File: config.mk
export PLATFORM = sky130hd
export DESIGN_NAME = oag_operand_address_generator
export DESIGN_NICKNAME = d
export VERILOG_FILES = /design/src/oag_bit_unit.sv /design/src/oag_operand_address_generator.sv
export SDC_FILE = /design/constraint.sdc
export NUM_CORES = 1
export LEC_CHECK = 0
export BUFFER_PORTS_ARGS = -buffer_cell sky130_fd_sc_hd__buf_2
export CAP_MARGIN = 40
export CORE_UTILIZATION = 63
export DETAILED_ROUTE_END_ITERATION = 16
export MAX_ROUTING_LAYER = met4
export PLACE_DENSITY = 0.87
export SLEW_MARGIN = 30
export SYNTH_ARGS = -nofsm -noshare
export SYNTH_HDL_FRONTEND = slang
export SYNTH_HIERARCHICAL = 1
export SYNTH_SLANG_ARGS = --single-unit
File: constraint.sdc
create_clock -name clk_in -period 6.3 [get_ports clk_in]
set_input_delay 1.575 -clock clk_in [delete_from_list [all_inputs] [get_ports clk_in]]
set_output_delay 1.575 -clock clk_in [all_outputs]
set_load 0.005 [all_outputs]
File: src/oag_bit_unit.sv
// Purpose: shared constants and helpers for the operand address
//          generator, plus the single-bit test/modify datapath.
// Assumes: one 10 MHz clock domain; memory answers in the same cycle.
// Notes:   the bit unit is purely combinational.
`timescale 1ns/1ps
package oag_pkg;
  localparam int ADDR_W = 16; // full address width presented to memory
  localparam int DATA_W = 8; // byte-wide memory
  localparam logic [ADDR_W-1:0] PC_RST = 16'h0000; // pc after reset
  localparam logic [DATA_W-1:0] BYTE_ZERO = 8'h00; // cleared byte
  localparam logic [DATA_W-1:0] DDR_READ_VAL = 8'hff; // undefined read
  localparam logic [ADDR_W-1:0] DDR_FIRST = 16'h0004; // port a direction
  localparam logic [ADDR_W-1:0] DDR_LAST = 16'h0006; // port c direction
  localparam logic [ADDR_W-1:0] ONE_STEP = 16'h0001; // pc increment
  // opcode field positions
  localparam int OP_HI_LSB = 4; // high nibble selects the mode group
  localparam int BIT_SEL_LSB = 1; // bit number sits in op[3:1]
  localparam int BIT_POL_POS = 0; // op[0]: clear/low variant
  localparam logic [DATA_W-1:0] OP_SUB_REL = 8'had; // subroutine branch

  // ten ways of finding an operand
  typedef enum logic [3:0] {
    MODE_IMM = 4'h0,
    MODE_DIR = 4'h1,
    MODE_EXT = 4'h2,
    MODE_REL = 4'h3,
    MODE_IX0 = 4'h4,
    MODE_IX8 = 4'h5,
    MODE_IX16 = 4'h6,
    MODE_BSC = 4'h7,
    MODE_BTB = 4'h8,
    MODE_INH = 4'h9
  } oag_mode_t;

  // opcode to addressing mode
  function automatic oag_mode_t oag_decode(input logic [7:0] op);
    oag_mode_t m;
    m = MODE_INH;
    case (op[7:4])
      4'h0: m = MODE_BTB;
      4'h1: m = MODE_BSC;
      4'h2: m = MODE_REL;
      4'h3: m = MODE_DIR;
      4'h6: m = MODE_IX8;
      4'h7: m = MODE_IX0;
      4'ha: m = (op == OP_SUB_REL) ? MODE_REL : MODE_IMM;
      4'hb: m = MODE_DIR;
      4'hc: m = MODE_EXT;
      4'hd: m = MODE_IX16;
      4'he: m = MODE_IX8;
      4'hf: m = MODE_IX0;
      default: m = MODE_INH;
    endcase
    return m;
  endfunction : oag_decode

  // instruction length in bytes, opcode included
  function automatic logic [1:0] oag_length(input oag_mode_t m);
    logic [1:0] n;
    n = 2'h2;
    case (m)
      MODE_INH, MODE_IX0: n = 2'h1;
      MODE_EXT, MODE_IX16, MODE_BTB: n = 2'h3;
      default: n = 2'h2;
    endcase
    return n;
  endfunction : oag_length

  // write-only direction registers give no defined read
  function automatic logic oag_is_ddr(input logic [ADDR_W-1:0] a);
    return (a >= DDR_FIRST) && (a <= DDR_LAST);
  endfunction : oag_is_ddr

  // signed byte offset widened to the address width
  function automatic logic [ADDR_W-1:0] oag_sext(input logic [7:0] b);
    return {{(ADDR_W-DATA_W){b[7]}}, b};
  endfunction : oag_sext
endpackage : oag_pkg

// single-bit test and set/clear on one byte
module oag_bit_unit
  import oag_pkg::*;
(
  input wire logic [7:0] data_in, // byte as read
  input wire logic [2:0] bit_sel_in, // bit number from opcode
  input wire logic clear_in, // 1 clears, 0 sets
  output logic tested_out, // current state of the chosen bit
  output logic [7:0] result_out // byte with the bit changed
);
  logic [7:0] mask; // one-hot select of the bit

  // whole byte is rewritten, so all other bits pass through as read
  always_comb
  begin
    mask = 8'h01 << bit_sel_in;
    tested_out = |(data_in & mask);
    result_out = clear_in ? (data_in & ~mask) : (data_in | mask);
  end
endmodule : oag_bit_unit

File: src/oag_operand_address_generator.sv
// Purpose: fetches opcode and argument bytes, forms operand locations
//          and branch targets, runs single-bit read-modify-write.
// Assumes: memory read data is valid in the cycle the read is driven;
//          branch condition for relative branches is given at start.
// Notes:   one instruction at a time; start is ignored while busy.
`timescale 1ns/1ps

// Notes on behaviour
// RULE1: immediate operand is byte after opcode
// RULE2: direct uses next byte, low 256 bytes
// RULE3: extended forms address from two next bytes
// RULE4: relative offset added only if condition holds
// RULE5: indexed no offset uses index register
// RULE6: 8-bit offset plus index, no wrap
// RULE7: 16-bit offset plus index reaches everywhere
// RULE8: bit set/clear: bit from opcode, address next
// RULE9: direction registers write-only, reads undefined
// RULE10: bit set/clear rewrites whole byte
// RULE11: bit test branch: bit, polarity, address, offset
// RULE12: tested bit copied into carry always
// RULE13: inherent instructions are one byte
// RULE14: carry propagates into high address byte
module oag_operand_address_generator
  import oag_pkg::*;
(
  input wire logic clk_in, // core clock, 10 MHz
  input wire logic sys_rst_in, // async reset, active high
  input wire logic start_in, // pulse: begin one instruction
  input wire logic [15:0] pc_in, // opcode address
  input wire logic [7:0] index_in, // index register value
  input wire logic branch_cond_in, // relative branch condition true
  input wire logic [7:0] mem_rdata_in, // memory read data
  output logic [15:0] mem_addr_out, // memory address
  output logic mem_rd_out, // memory read strobe
  output logic mem_wr_out, // memory write strobe
  output logic [7:0] mem_wdata_out, // memory write data
  output logic busy_out, // instruction in progress
  output logic done_out, // pulse: results valid
  output logic [3:0] mode_out, // decoded addressing mode
  output logic [1:0] length_out, // instruction bytes
  output logic [7:0] opcode_out, // fetched opcode
  output logic [15:0] operand_location_out, // effective address
  output logic [7:0] operand_out, // immediate or bit-op byte
  output logic [15:0] program_counter_out, // next instruction address
  output logic carry_out, // carry value to load
  output logic carry_we_out // pulse: load carry flag
);
  typedef enum logic [2:0] {
    ST_IDLE = 3'h0,
    ST_OPC = 3'h1,
    ST_ARG1 = 3'h2,
    ST_ARG2 = 3'h3,
    ST_CALC = 3'h4,
    ST_READ = 3'h5,
    ST_WRITE = 3'h6,
    ST_DONE = 3'h7
  } oag_state_t;

  oag_state_t state_r; // sequencer state
  oag_state_t state_nxt; // next sequencer state
  logic [15:0] pc_r; // fetch pointer, ends past the instruction
  logic [7:0] idx_r; // index register snapshot
  logic cond_r; // branch condition snapshot
  logic [7:0] opc_r; // opcode byte
  logic [7:0] arg1_r; // first byte after opcode
  logic [7:0] arg2_r; // second byte after opcode
  oag_mode_t mode_r; // decoded mode
  logic [15:0] loc_r; // effective address
  logic [15:0] loc_calc; // effective address before latching
  logic [15:0] npc_r; // next program counter
  logic [7:0] opnd_r; // operand byte result
  logic [7:0] wdata_r; // byte to write back
  logic carry_r; // tested bit
  logic carry_we_r; // carry load strobe
  logic [7:0] rdata_eff; // read data with direction-register masking
  logic bit_now; // tested bit of the byte being read
  logic [7:0] bit_res; // modified byte
  logic taken; // branch goes to target
  logic [7:0] rel_off; // offset byte for this branch kind
  oag_mode_t mode_dec; // mode from the byte on the bus

  assign mode_dec = oag_decode(mem_rdata_in);

  // reads of a direction register are undefined; all ones is used, so a
  // bit set/clear leaves the untouched bits set
  assign rdata_eff = oag_is_ddr(loc_r) ? DDR_READ_VAL :
                     mem_rdata_in; // see RULE9

  oag_bit_unit u_bit (
    .data_in(rdata_eff),
    .bit_sel_in(opc_r[BIT_SEL_LSB +: 3]), // see RULE8
    .clear_in(opc_r[BIT_POL_POS]),
    .tested_out(bit_now),
    .result_out(bit_res)
  );

  // effective address per mode
  always_comb
  begin
    loc_calc = {BYTE_ZERO, arg1_r};
    case (mode_r)
      MODE_DIR: loc_calc = {BYTE_ZERO, arg1_r}; // see RULE2
      MODE_EXT: loc_calc = {arg1_r, arg2_r}; // see RULE3
      MODE_IX0: loc_calc = {BYTE_ZERO, idx_r}; // see RULE5
      // nine-bit sum kept whole, reaching 510
      MODE_IX8:
        loc_calc = {7'h00, {1'b0, idx_r} + {1'b0, arg1_r}}; // see RULE6
      // sixteen-bit sum, low-byte carry ripples into the high byte
      MODE_IX16:
        loc_calc = {arg1_r, arg2_r} + {BYTE_ZERO, idx_r}; // see RULE7, RULE14
      MODE_BSC: loc_calc = {BYTE_ZERO, arg1_r}; // see RULE8
      MODE_BTB: loc_calc = {BYTE_ZERO, arg1_r}; // see RULE11
      MODE_IMM: loc_calc = pc_r - ONE_STEP; // operand's own location
      default: loc_calc = PC_RST;
    endcase
  end

  // branch decision; op[0] low means branch on bit high
  always_comb
  begin
    taken = 1'b0;
    rel_off = arg1_r;
    case (mode_r)
      MODE_REL: taken = cond_r; // see RULE4
      MODE_BTB:
      begin
        rel_off = arg2_r;
        taken = (state_r == ST_READ) &&
                (bit_now != opc_r[BIT_POL_POS]); // see RULE11
      end
      default: taken = 1'b0;
    endcase
  end

  // sequencing
  always_comb
  begin
    state_nxt = state_r;
    case (state_r)
      ST_IDLE: state_nxt = start_in ? ST_OPC : ST_IDLE;
      // one-byte modes go straight to calculation
      ST_OPC: // see RULE13
        state_nxt = (oag_length(mode_dec) == 2'h1) ? ST_CALC : ST_ARG1;
      ST_ARG1: state_nxt = (oag_length(mode_r) == 2'h3) ? ST_ARG2 : ST_CALC;
      ST_ARG2: state_nxt = ST_CALC;
      ST_CALC:
      begin
        if ((mode_r == MODE_BSC) || (mode_r == MODE_BTB))
          state_nxt = ST_READ;
        else
          state_nxt = ST_DONE;
      end
      ST_READ: state_nxt = (mode_r == MODE_BSC) ? ST_WRITE : ST_DONE;
      ST_WRITE: state_nxt = ST_DONE;
      ST_DONE: state_nxt = ST_IDLE;
      default: state_nxt = ST_IDLE;
    endcase
  end

  always_ff @(posedge clk_in or posedge sys_rst_in)
  begin
    if (sys_rst_in)
      state_r <= ST_IDLE;
    else
      state_r <= state_nxt;
  end

  // snapshot of core state at start; fetch pointer walks the bytes
  always_ff @(posedge clk_in or posedge sys_rst_in)
  begin
    if (sys_rst_in)
    begin
      pc_r <= PC_RST;
      idx_r <= BYTE_ZERO;
      cond_r <= 1'b0;
    end
    else if ((state_r == ST_IDLE) && start_in)
    begin
      pc_r <= pc_in;
      idx_r <= index_in;
      cond_r <= branch_cond_in;
    end
    else if ((state_r == ST_OPC) || (state_r == ST_ARG1) ||
             (state_r == ST_ARG2))
      pc_r <= pc_r + ONE_STEP;
  end

  // instruction bytes
  always_ff @(posedge clk_in or posedge sys_rst_in)
  begin
    if (sys_rst_in)
    begin
      opc_r <= BYTE_ZERO;
      arg1_r <= BYTE_ZERO;
      arg2_r <= BYTE_ZERO;
      mode_r <= MODE_INH;
    end
    else
    begin
      case (state_r)
        ST_OPC:
        begin
          opc_r <= mem_rdata_in;
          mode_r <= mode_dec;
        end
        ST_ARG1: arg1_r <= mem_rdata_in;
        ST_ARG2: arg2_r <= mem_rdata_in;
        default: opc_r <= opc_r;
      endcase
    end
  end

  // effective address and next program counter
  always_ff @(posedge clk_in or posedge sys_rst_in)
  begin
    if (sys_rst_in)
    begin
      loc_r <= PC_RST;
      npc_r <= PC_RST;
    end
    else if (state_r == ST_CALC)
    begin
      loc_r <= loc_calc;
      npc_r <= pc_r + (taken ? oag_sext(rel_off) : PC_RST); // see RULE4
    end
    else if ((state_r == ST_READ) && (mode_r == MODE_BTB))
      npc_r <= pc_r + (taken ? oag_sext(rel_off) : PC_RST); // see RULE11
  end

  // operand byte, write-back byte and carry
  always_ff @(posedge clk_in or posedge sys_rst_in)
  begin
    if (sys_rst_in)
    begin
      opnd_r <= BYTE_ZERO;
      wdata_r <= BYTE_ZERO;
      carry_r <= 1'b0;
      carry_we_r <= 1'b0;
    end
    else
    begin
      carry_we_r <= 1'b0;
      if (state_r == ST_CALC)
        // immediate value already sits in the first argument byte
        opnd_r <= (mode_r == MODE_IMM) ? arg1_r : BYTE_ZERO; // see RULE1
      else if (state_r == ST_READ)
      begin
        if (mode_r == MODE_BSC)
        begin
          wdata_r <= bit_res; // see RULE10
          opnd_r <= bit_res;
        end
        else
        begin
          opnd_r <= rdata_eff;
          carry_r <= bit_now; // see RULE12
          carry_we_r <= 1'b1; // taken or not
        end
      end
    end
  end

  // memory port: fetches use pc, bit ops use the effective address
  always_comb
  begin
    mem_addr_out = pc_r;
    mem_rd_out = 1'b0;
    mem_wr_out = 1'b0;
    case (state_r)
      ST_OPC, ST_ARG1, ST_ARG2: mem_rd_out = 1'b1;
      ST_READ:
      begin
        mem_addr_out = loc_r;
        mem_rd_out = 1'b1;
      end
      ST_WRITE:
      begin
        mem_addr_out = loc_r;
        mem_wr_out = 1'b1; // see RULE10
      end
      default: mem_rd_out = 1'b0;
    endcase
  end

  assign mem_wdata_out = wdata_r;
  assign busy_out = (state_r != ST_IDLE);
  assign done_out = (state_r == ST_DONE);
  assign mode_out = mode_r;
  assign length_out = oag_length(mode_r);
  assign opcode_out = opc_r;
  assign operand_location_out = loc_r;
  assign operand_out = opnd_r;
  assign program_counter_out = npc_r;
  assign carry_out = carry_r;
  // carry strobe lines up with done for bit test and branch
  assign carry_we_out = carry_we_r;
endmodule : oag_operand_address_generator

After elaboration in Yosys (flattened, before gate mapping)
Cells that the tools add are included.
{ "word_totals": {"register_bits": 106, "latchBits": 0, "mem_bits_rw": 0, "romBits": 0, "in_bits": 36, "output_inout_bits": 84, "wordCells": 123, "memories": 0} }
{ "classes": {"addsub": 5, "multipliers": 0, "div_mod_pow": 0, "n_lt_le_gt_ge": 2, "n_eq_ne": 36, "shift": 1, "muxes": 32, "bitwise": 6, "reduce_logical": 27} }
{ "op_table": {"columns": ["operator", "n"], "rows": [
  ["16-bit 2-to-1 mux", 6],
  ["16-bit one-hot mux with 6 select lines", 1],
  ["8-bit 2-to-1 mux", 7],
  ["4-bit equality test, second input constant", 10],
  ["4-bit one-hot mux with 9 select lines", 1],
  ["4-bit by 3-bit equality test with 1-bit output, second input constant", 8],
  ["3-bit one-hot mux with 8 select lines", 1],
  ["4-bit by 2-bit equality test with 1-bit output, second input constant", 5],
  ["16-bit by 1-bit adder with 16-bit output, second input constant", 1],
  ["16-bit adder", 1],
  ["16-bit by 8-bit adder with 16-bit output", 1],
  ["8-bit bitwise AND", 2],
  ["16-bit by 3-bit >= comparator with 1-bit output, second input constant", 1],
  ["16-bit by 3-bit <= comparator with 1-bit output, second input constant", 1],
  ["16-bit by 1-bit subtractor with 16-bit output, second input constant", 1],
  ["3-bit equality test, second input constant", 4],
  ["2-bit OR reduction", 6],
  ["8-bit by 8-bit adder with 9-bit output", 1],
  ["3-bit OR reduction", 3],
  ["4-bit by 1-bit equality test with 1-bit output, second input constant", 2],
  ["8-bit equality test, second input constant", 1],
  ["4-bit zero test", 2],
  ["2-bit 2-to-1 mux", 4],
  ["8-bit NOT", 1],
  ["20 further kinds", 38]
]} }

Depth between registers and ports, before layout
{ "depth": {"ltp_word": 12, "ltp_mapped": 19, "mapped_depth_nobuf": 18} }

By module
The synthesis kept the hierarchy.
{ "by_module_without_submodules": {"columns": ["mod", "instances", "cells_per_inst", "area_per_inst_um2", "seq_area_each_um2"], "rows": [
  ["oag_operand_address_generator", 1, 896, 7467.2, 2655.0],
  ["oag_bit_unit", 1, 30, 249.0, 0.0]
]} }

Least setup slack after synthesis
No wires, ideal clock.
{ "synth_path": {"path_type": "in2reg", "startpoint": "in mem_rdata_in[5]", "endpoint": "reg npc_r[10], in the netlist program_counter_out[10]", "setup_ns": 0.146, "arrival_time_ns": 5.018, "required_ns": 6.154, "slack_ns": 1.137, "cell_stages": 16, "n_path_buf": 2, "cell_sequence": "clkbuf_1 > nand2b_1 > mux4_1 > mux2_4 > xnor2_1 > or3_4 > and2_0 > clkbuf_1 > a21oi_1 > ha_1 > nor2b_1 > o31a_1 > o311a_1 > o21ai_0 > mux2i_1 > o311ai_0"} }
{ "synth_via": {"elab_chain_len": 10} }
{ "synth_lines": {"columns": ["item", "line_no", "source"], "rows": [
  ["start, declared", "oag_operand_address_generator.sv:32", "input wire logic [7:0] mem_rdata_in,"],
  ["8-bit 2-to-1 mux (*)", "oag_operand_address_generator.sv:86", "assign rdata_eff = oag_is_ddr(loc_r) ? DDR_READ_VAL :"],
  ["named net rdata_eff[5]", "oag_operand_address_generator.sv:75", "logic [7:0] rdata_eff;"],
  ["8-bit bitwise AND (*)", "oag_bit_unit.sv:96", "tested_out = |(data_in & mask);"],
  ["8-bit OR reduction (*)", "oag_bit_unit.sv:96", null],
  ["named net bit_now", "oag_operand_address_generator.sv:76", "logic bit_now;"],
  ["1-bit inequality test (*)", "oag_operand_address_generator.sv:129", "(bit_now != opc_r[BIT_POL_POS]);"],
  ["1-bit logical AND (*)", "oag_operand_address_generator.sv:128", "taken = (state_r == ST_READ) &&"],
  ["1-bit one-hot mux with 2 select lines (*)", "oag_operand_address_generator.sv:123", "case (mode_r)"],
  ["16-bit 2-to-1 mux (*)", "oag_operand_address_generator.sv:224, oag_operand_address_generator.sv:227", null],
  ["16-bit adder (*)", "oag_operand_address_generator.sv:224, oag_operand_address_generator.sv:227", null],
  ["16-bit 2-to-1 mux", "oag_operand_address_generator.sv:226", "else if ((state_r == ST_READ) && (mode_r == MODE_BTB))"],
  ["16-bit 2-to-1 mux (*)", "oag_operand_address_generator.sv:221", "else if (state_r == ST_CALC)"],
  ["end signal, assigned", "oag_operand_address_generator.sv:224", "npc_r <= pc_r + (taken ? oag_sext(rel_off) : PC_RST);"],
  ["end signal, assigned", "oag_operand_address_generator.sv:227", "npc_r <= pc_r + (taken ? oag_sext(rel_off) : PC_RST);"],
  ["end, declared", "oag_operand_address_generator.sv:70", "logic [15:0] npc_r;"]
]} }
The timed path passes the listed nets; every way through them passes the cells marked *. The select of a mux whose other input is x is not followed.
A chain may end at the register's enable or synchronous reset.

Final worst setup path
{ "layout_path": {"startpoint": "in mem_rdata_in[4]", "endpoint": "reg npc_r[13], in the netlist program_counter_out[13]"} }
Same word-level chain as after synthesis.

==> key figures <==
Global route
  • GRT overflow: 0
  • Pin count of the biggest net entering global routing: 63
  • Global-route wire length before repair: 36900 um
  • Total Routing Usage GR: 38.6%
  • Number of global-route vias before repair: 6972
  • Initial antenna violation count: 0

Hold path
  • Hold_sp: program_counter_out[11]
  • Hold path cells: 2
  • Min-Delay Endpoint: program_counter_out[11]
  • HP Class: reg2reg

Placed design
  • Final Wtd Congestion: 0.999
  • Detailed placer's ending HPWL: 16500 um
  • Port Buf Inserts: 119
  • Placed cells: 1144
  • Post-DP Area: 8340 um2

Drt
  • First drt pass iteration count: 6
  • Antenna-violating nets left: 0
  • Starting DRT DRC Count: 1099
  • DRC Markers: 0
  • Vias per std cell: 6.56
  • Final wirelength: 23000 um
  • Routed len/inst: 19.8 um
  • Vias: 7630

STA
  • Min cycle time layout: 5.24 ns
  • Rel. slew slack: 43.4%
  • Pins over their slew limit: 0
  • Setup Skew: 0.00873 ns
  • Worst slew pin tran: 0.846 ns
  • Fin Setup TNS: 0 ns
  • Fmax: 191 MHz
  • Fin. Hold Viols: 0
  • RSZ-0062 raised after global routing: no
  • Fin crit share: 83.2%
  • # setup viols final: 0

Clocking
  • Clk Latency, worst-skew pair: 0.37 ns
  • Post-CTS Resized: 0
  • Num CTS Buffers: 9
  • Number of H-tree levels: 3
  • Clk pin slew, worst setup/hold paths: 0.07 ns
  • # hold bufs at CTS: 0
  • CTS Buffer Depth: 2
  • Clk Tree Root Cell: clkbuf_16
  • Clock sink total: 106
  • CTS tree: done
  • Setup Fix Bufs, Post-CTS: 0

Worst setup path
  • CP bufs+invs: 3
  • Delay-heaviest family, CP: compound AO/OA/AOI/OAI gates
  • Crit-path cells: buf_2 -> inv_1 -> nand2_1 -> mux4_1 -> mux2_4 -> xnor2_1 -> or3_4 -> and2_0 -> a21o_1 -> inv_1 -> ha_1 -> a211oi_1 -> o21ai_0 -> o2111ai_1 -> a31oi_1 -> a311o_1 -> nand3_1
  • Worst setup SP type: input pin
  • R2R Path End: program_counter_out[13]
  • CP max FO: 7
  • CP max-delay cell: mux4_1
  • Worst Reg2Reg Path Length in Cells: 17
  • Reg2reg start: operand_location_out[13]
  • R2r setup slk: 1.42 ns
  • WS Path Type: in2reg
  • Critical path's largest stage delay: 0.51 ns
  • CP arrival: 5.54 ns
  • Worst Setup SP: mem_rdata_in[4]
  • CP Capture Type: register
  • Most frequent cell on the critical path: inv_1
  • Worst path required time: 6.60 ns

Die
  • Core area: 12000 um2
  • Boundary Pins: 120
  • Die area: 12700 um2
  • Die W: 113 um
  • Die Ht: 113 um
  • Initial Util: 64.5%
  • Site Rows: 40

Yosys
  • Register area share after synthesis: 34.4%
  • Cell Area, Synth: 7720 um2
  • Synth warn: 6
  • Synthesized Nets: 998
  • Mean Syn Cell Area: 8.33 um2
  • Ys flop type: dfrtp_1
  • Synth Register Bits: 106
  • EDFF count, synth: 0
  • Synth unique cells: 71
  • Ys async rst share: 100%
  • Synthesized instance count: 926

Run
  • Max cap viols: 0

Cells and area
  • NumNets Final: 1083
  • Number of diodes: 0
  • Final Cell Area: 8710 um2
  • Most frequent cells in the layout: 141 x nand2_1, 120 x buf_2, 104 x dfrtp_1
  • Most common cell after layout, fill and taps aside: nand2_1
  • Non-filler cells, final: 1163
  • Fraction of layout cells with a size suffix above 1: 20.3%
  • Fill count: 933
  • Area delta synth->final: 12.9%

Pwr
  • Max IR drop VDD: 0.341 mV
  • Leak: 4.11 nW
  • Power Dens Cells: 553 nW/um2

Outcome
  • Status: finished clean
## state kept, by name, summed over array words and instances, names as in the netlist, 4 cells and up
name	cells
mem_wdata_out	8
arg1_r	8
operand_location_out	16
idx_r	8
mode_out	4
program_counter_out	16
operand_out	8
pc_r	16
arg2_r	8
opcode_out	8
## metal layers
layer | GRT usage, % | share of wire (%) | up-vias | wire [um]
li1 | - | - | 3511 | -
met1 | 49.6 | 41 | 3559 | 9390
met2 | 59.4 | 46 | 473 | 10600
met3 | 6.70 | 9.1 | 87 | 2090
met4 | 18.0 | 4.2 | 0 | 965
met5 | - | 0 | - | 0
## worst register-to-register path, delay by kind of cell (launching register included)
kind                       cells  cell delay, ns
xor gates and xnor gates       1            0.07
adders and majority gates      1            0.23
DFF                            1            0.44
muxes                          2            0.42
AOI/OAI and AO/OA              6            1.67
and+or+nand+nor                6            1.91
buffers and inverters          1            0.07
## metrics by stage
| stage | setup slack (ns) | power [mW] | hold slack, ns | util [%] |
|---|---|---|---|---|
| after floorplan | 1.14 | 3.23 | 0.446 | - |
| after global routing | 0.880 | 5.16 | 0.499 | 72.8 |
| after CTS | 1.11 | 4.75 | 0.481 | 72.5 |
| after global placement | 0.894 | 4.02 | 0.454 | 69.5 |
| final | 1.06 | 4.82 | 0.473 | 72.8 |
| after detailed placement | 0.799 | 4.09 | 0.462 | 69.7 |
## report_power, final
part           switching, mW  leakage [nW]  total, mW  internal, mW
combinational           1.41          2.66       2.60          1.19
clock                  0.283         0.163      0.639         0.356
sequential             0.586          1.29       1.58         0.997
## area by class of cell
class | count | area (um2) | area share (%)
flip-flops and latches | 106 | 2660 | 30.5
clock inverters | 7 | 106 | 1.22
clock buffers | 9 | 225 | 2.58
well taps | 147 | 184 | 2.11
inverters | 31 | 119 | 1.36
repair buffers | 129 | 692 | 7.94
multi-input cells | 734 | 4730 | 54.3
## how the worst max path moves through the flow
stage                                    endpoint  slack [ns]  cells after the start
after floorplan           program_counter_out[10]        1.14                     16
after global placement    program_counter_out[13]        0.89                     17
after detailed placement  program_counter_out[13]        0.80                     17
after CTS                 program_counter_out[13]        1.11                     17
after global routing      program_counter_out[13]        0.88                     17
final                     program_counter_out[13]        1.06                     17
## kinds of logic (layout without fill, tap and decap cells)
kind of cell             after synthesis  after routing  synth area share [%]
AND/OR/NAND/NOR                      341            341                  20.8
AO/OA/AOI/OAI                        260            260                  21.2
XOR/XNOR                              40             40                  4.54
multiplexers                          57             57                  8.51
flip-flops                           106            106                  34.4
buffers and inverters                 86            176                  4.41
adder cells (fa/ha/maj)               36             36                  6.13
## synthesized netlist by cell type (5+ instances only)
library cell / instances / area [um2]
a21o_1: 19 / 143
ha_1: 33 / 413
or3_1: 10 / 62.6
nor3_1: 25 / 125
a21oi_1: 70 / 350
o21a_1: 6 / 45.0
xnor2_1: 22 / 193
a31oi_1: 18 / 113
nand2_1: 141 / 529
clkbuf_1: 50 / 188
nor2_1: 65 / 244
a221oi_1: 6 / 52.6
a211oi_1: 9 / 67.6
and3_1: 10 / 62.6
nor3b_1: 7 / 52.6
xor2_1: 18 / 158
a22oi_1: 6 / 45.0
nand4_1: 7 / 43.8
nand2b_1: 17 / 106
nand3_1: 18 / 90.1
nor4_1: 6 / 37.5
nor2b_1: 9 / 56.3
o22ai_1: 5 / 31.3
or2_2: 7 / 43.8
nand3b_1: 6 / 45.0
o21ai_0: 72 / 360
o211ai_1: 7 / 52.6
inv_1: 31 / 116
dfrtp_1: 104 / 2600
mux2_2: 42 / 473
mux2i_1: 12 / 120
Note: power is estimated with default switching activity, not from simulation.
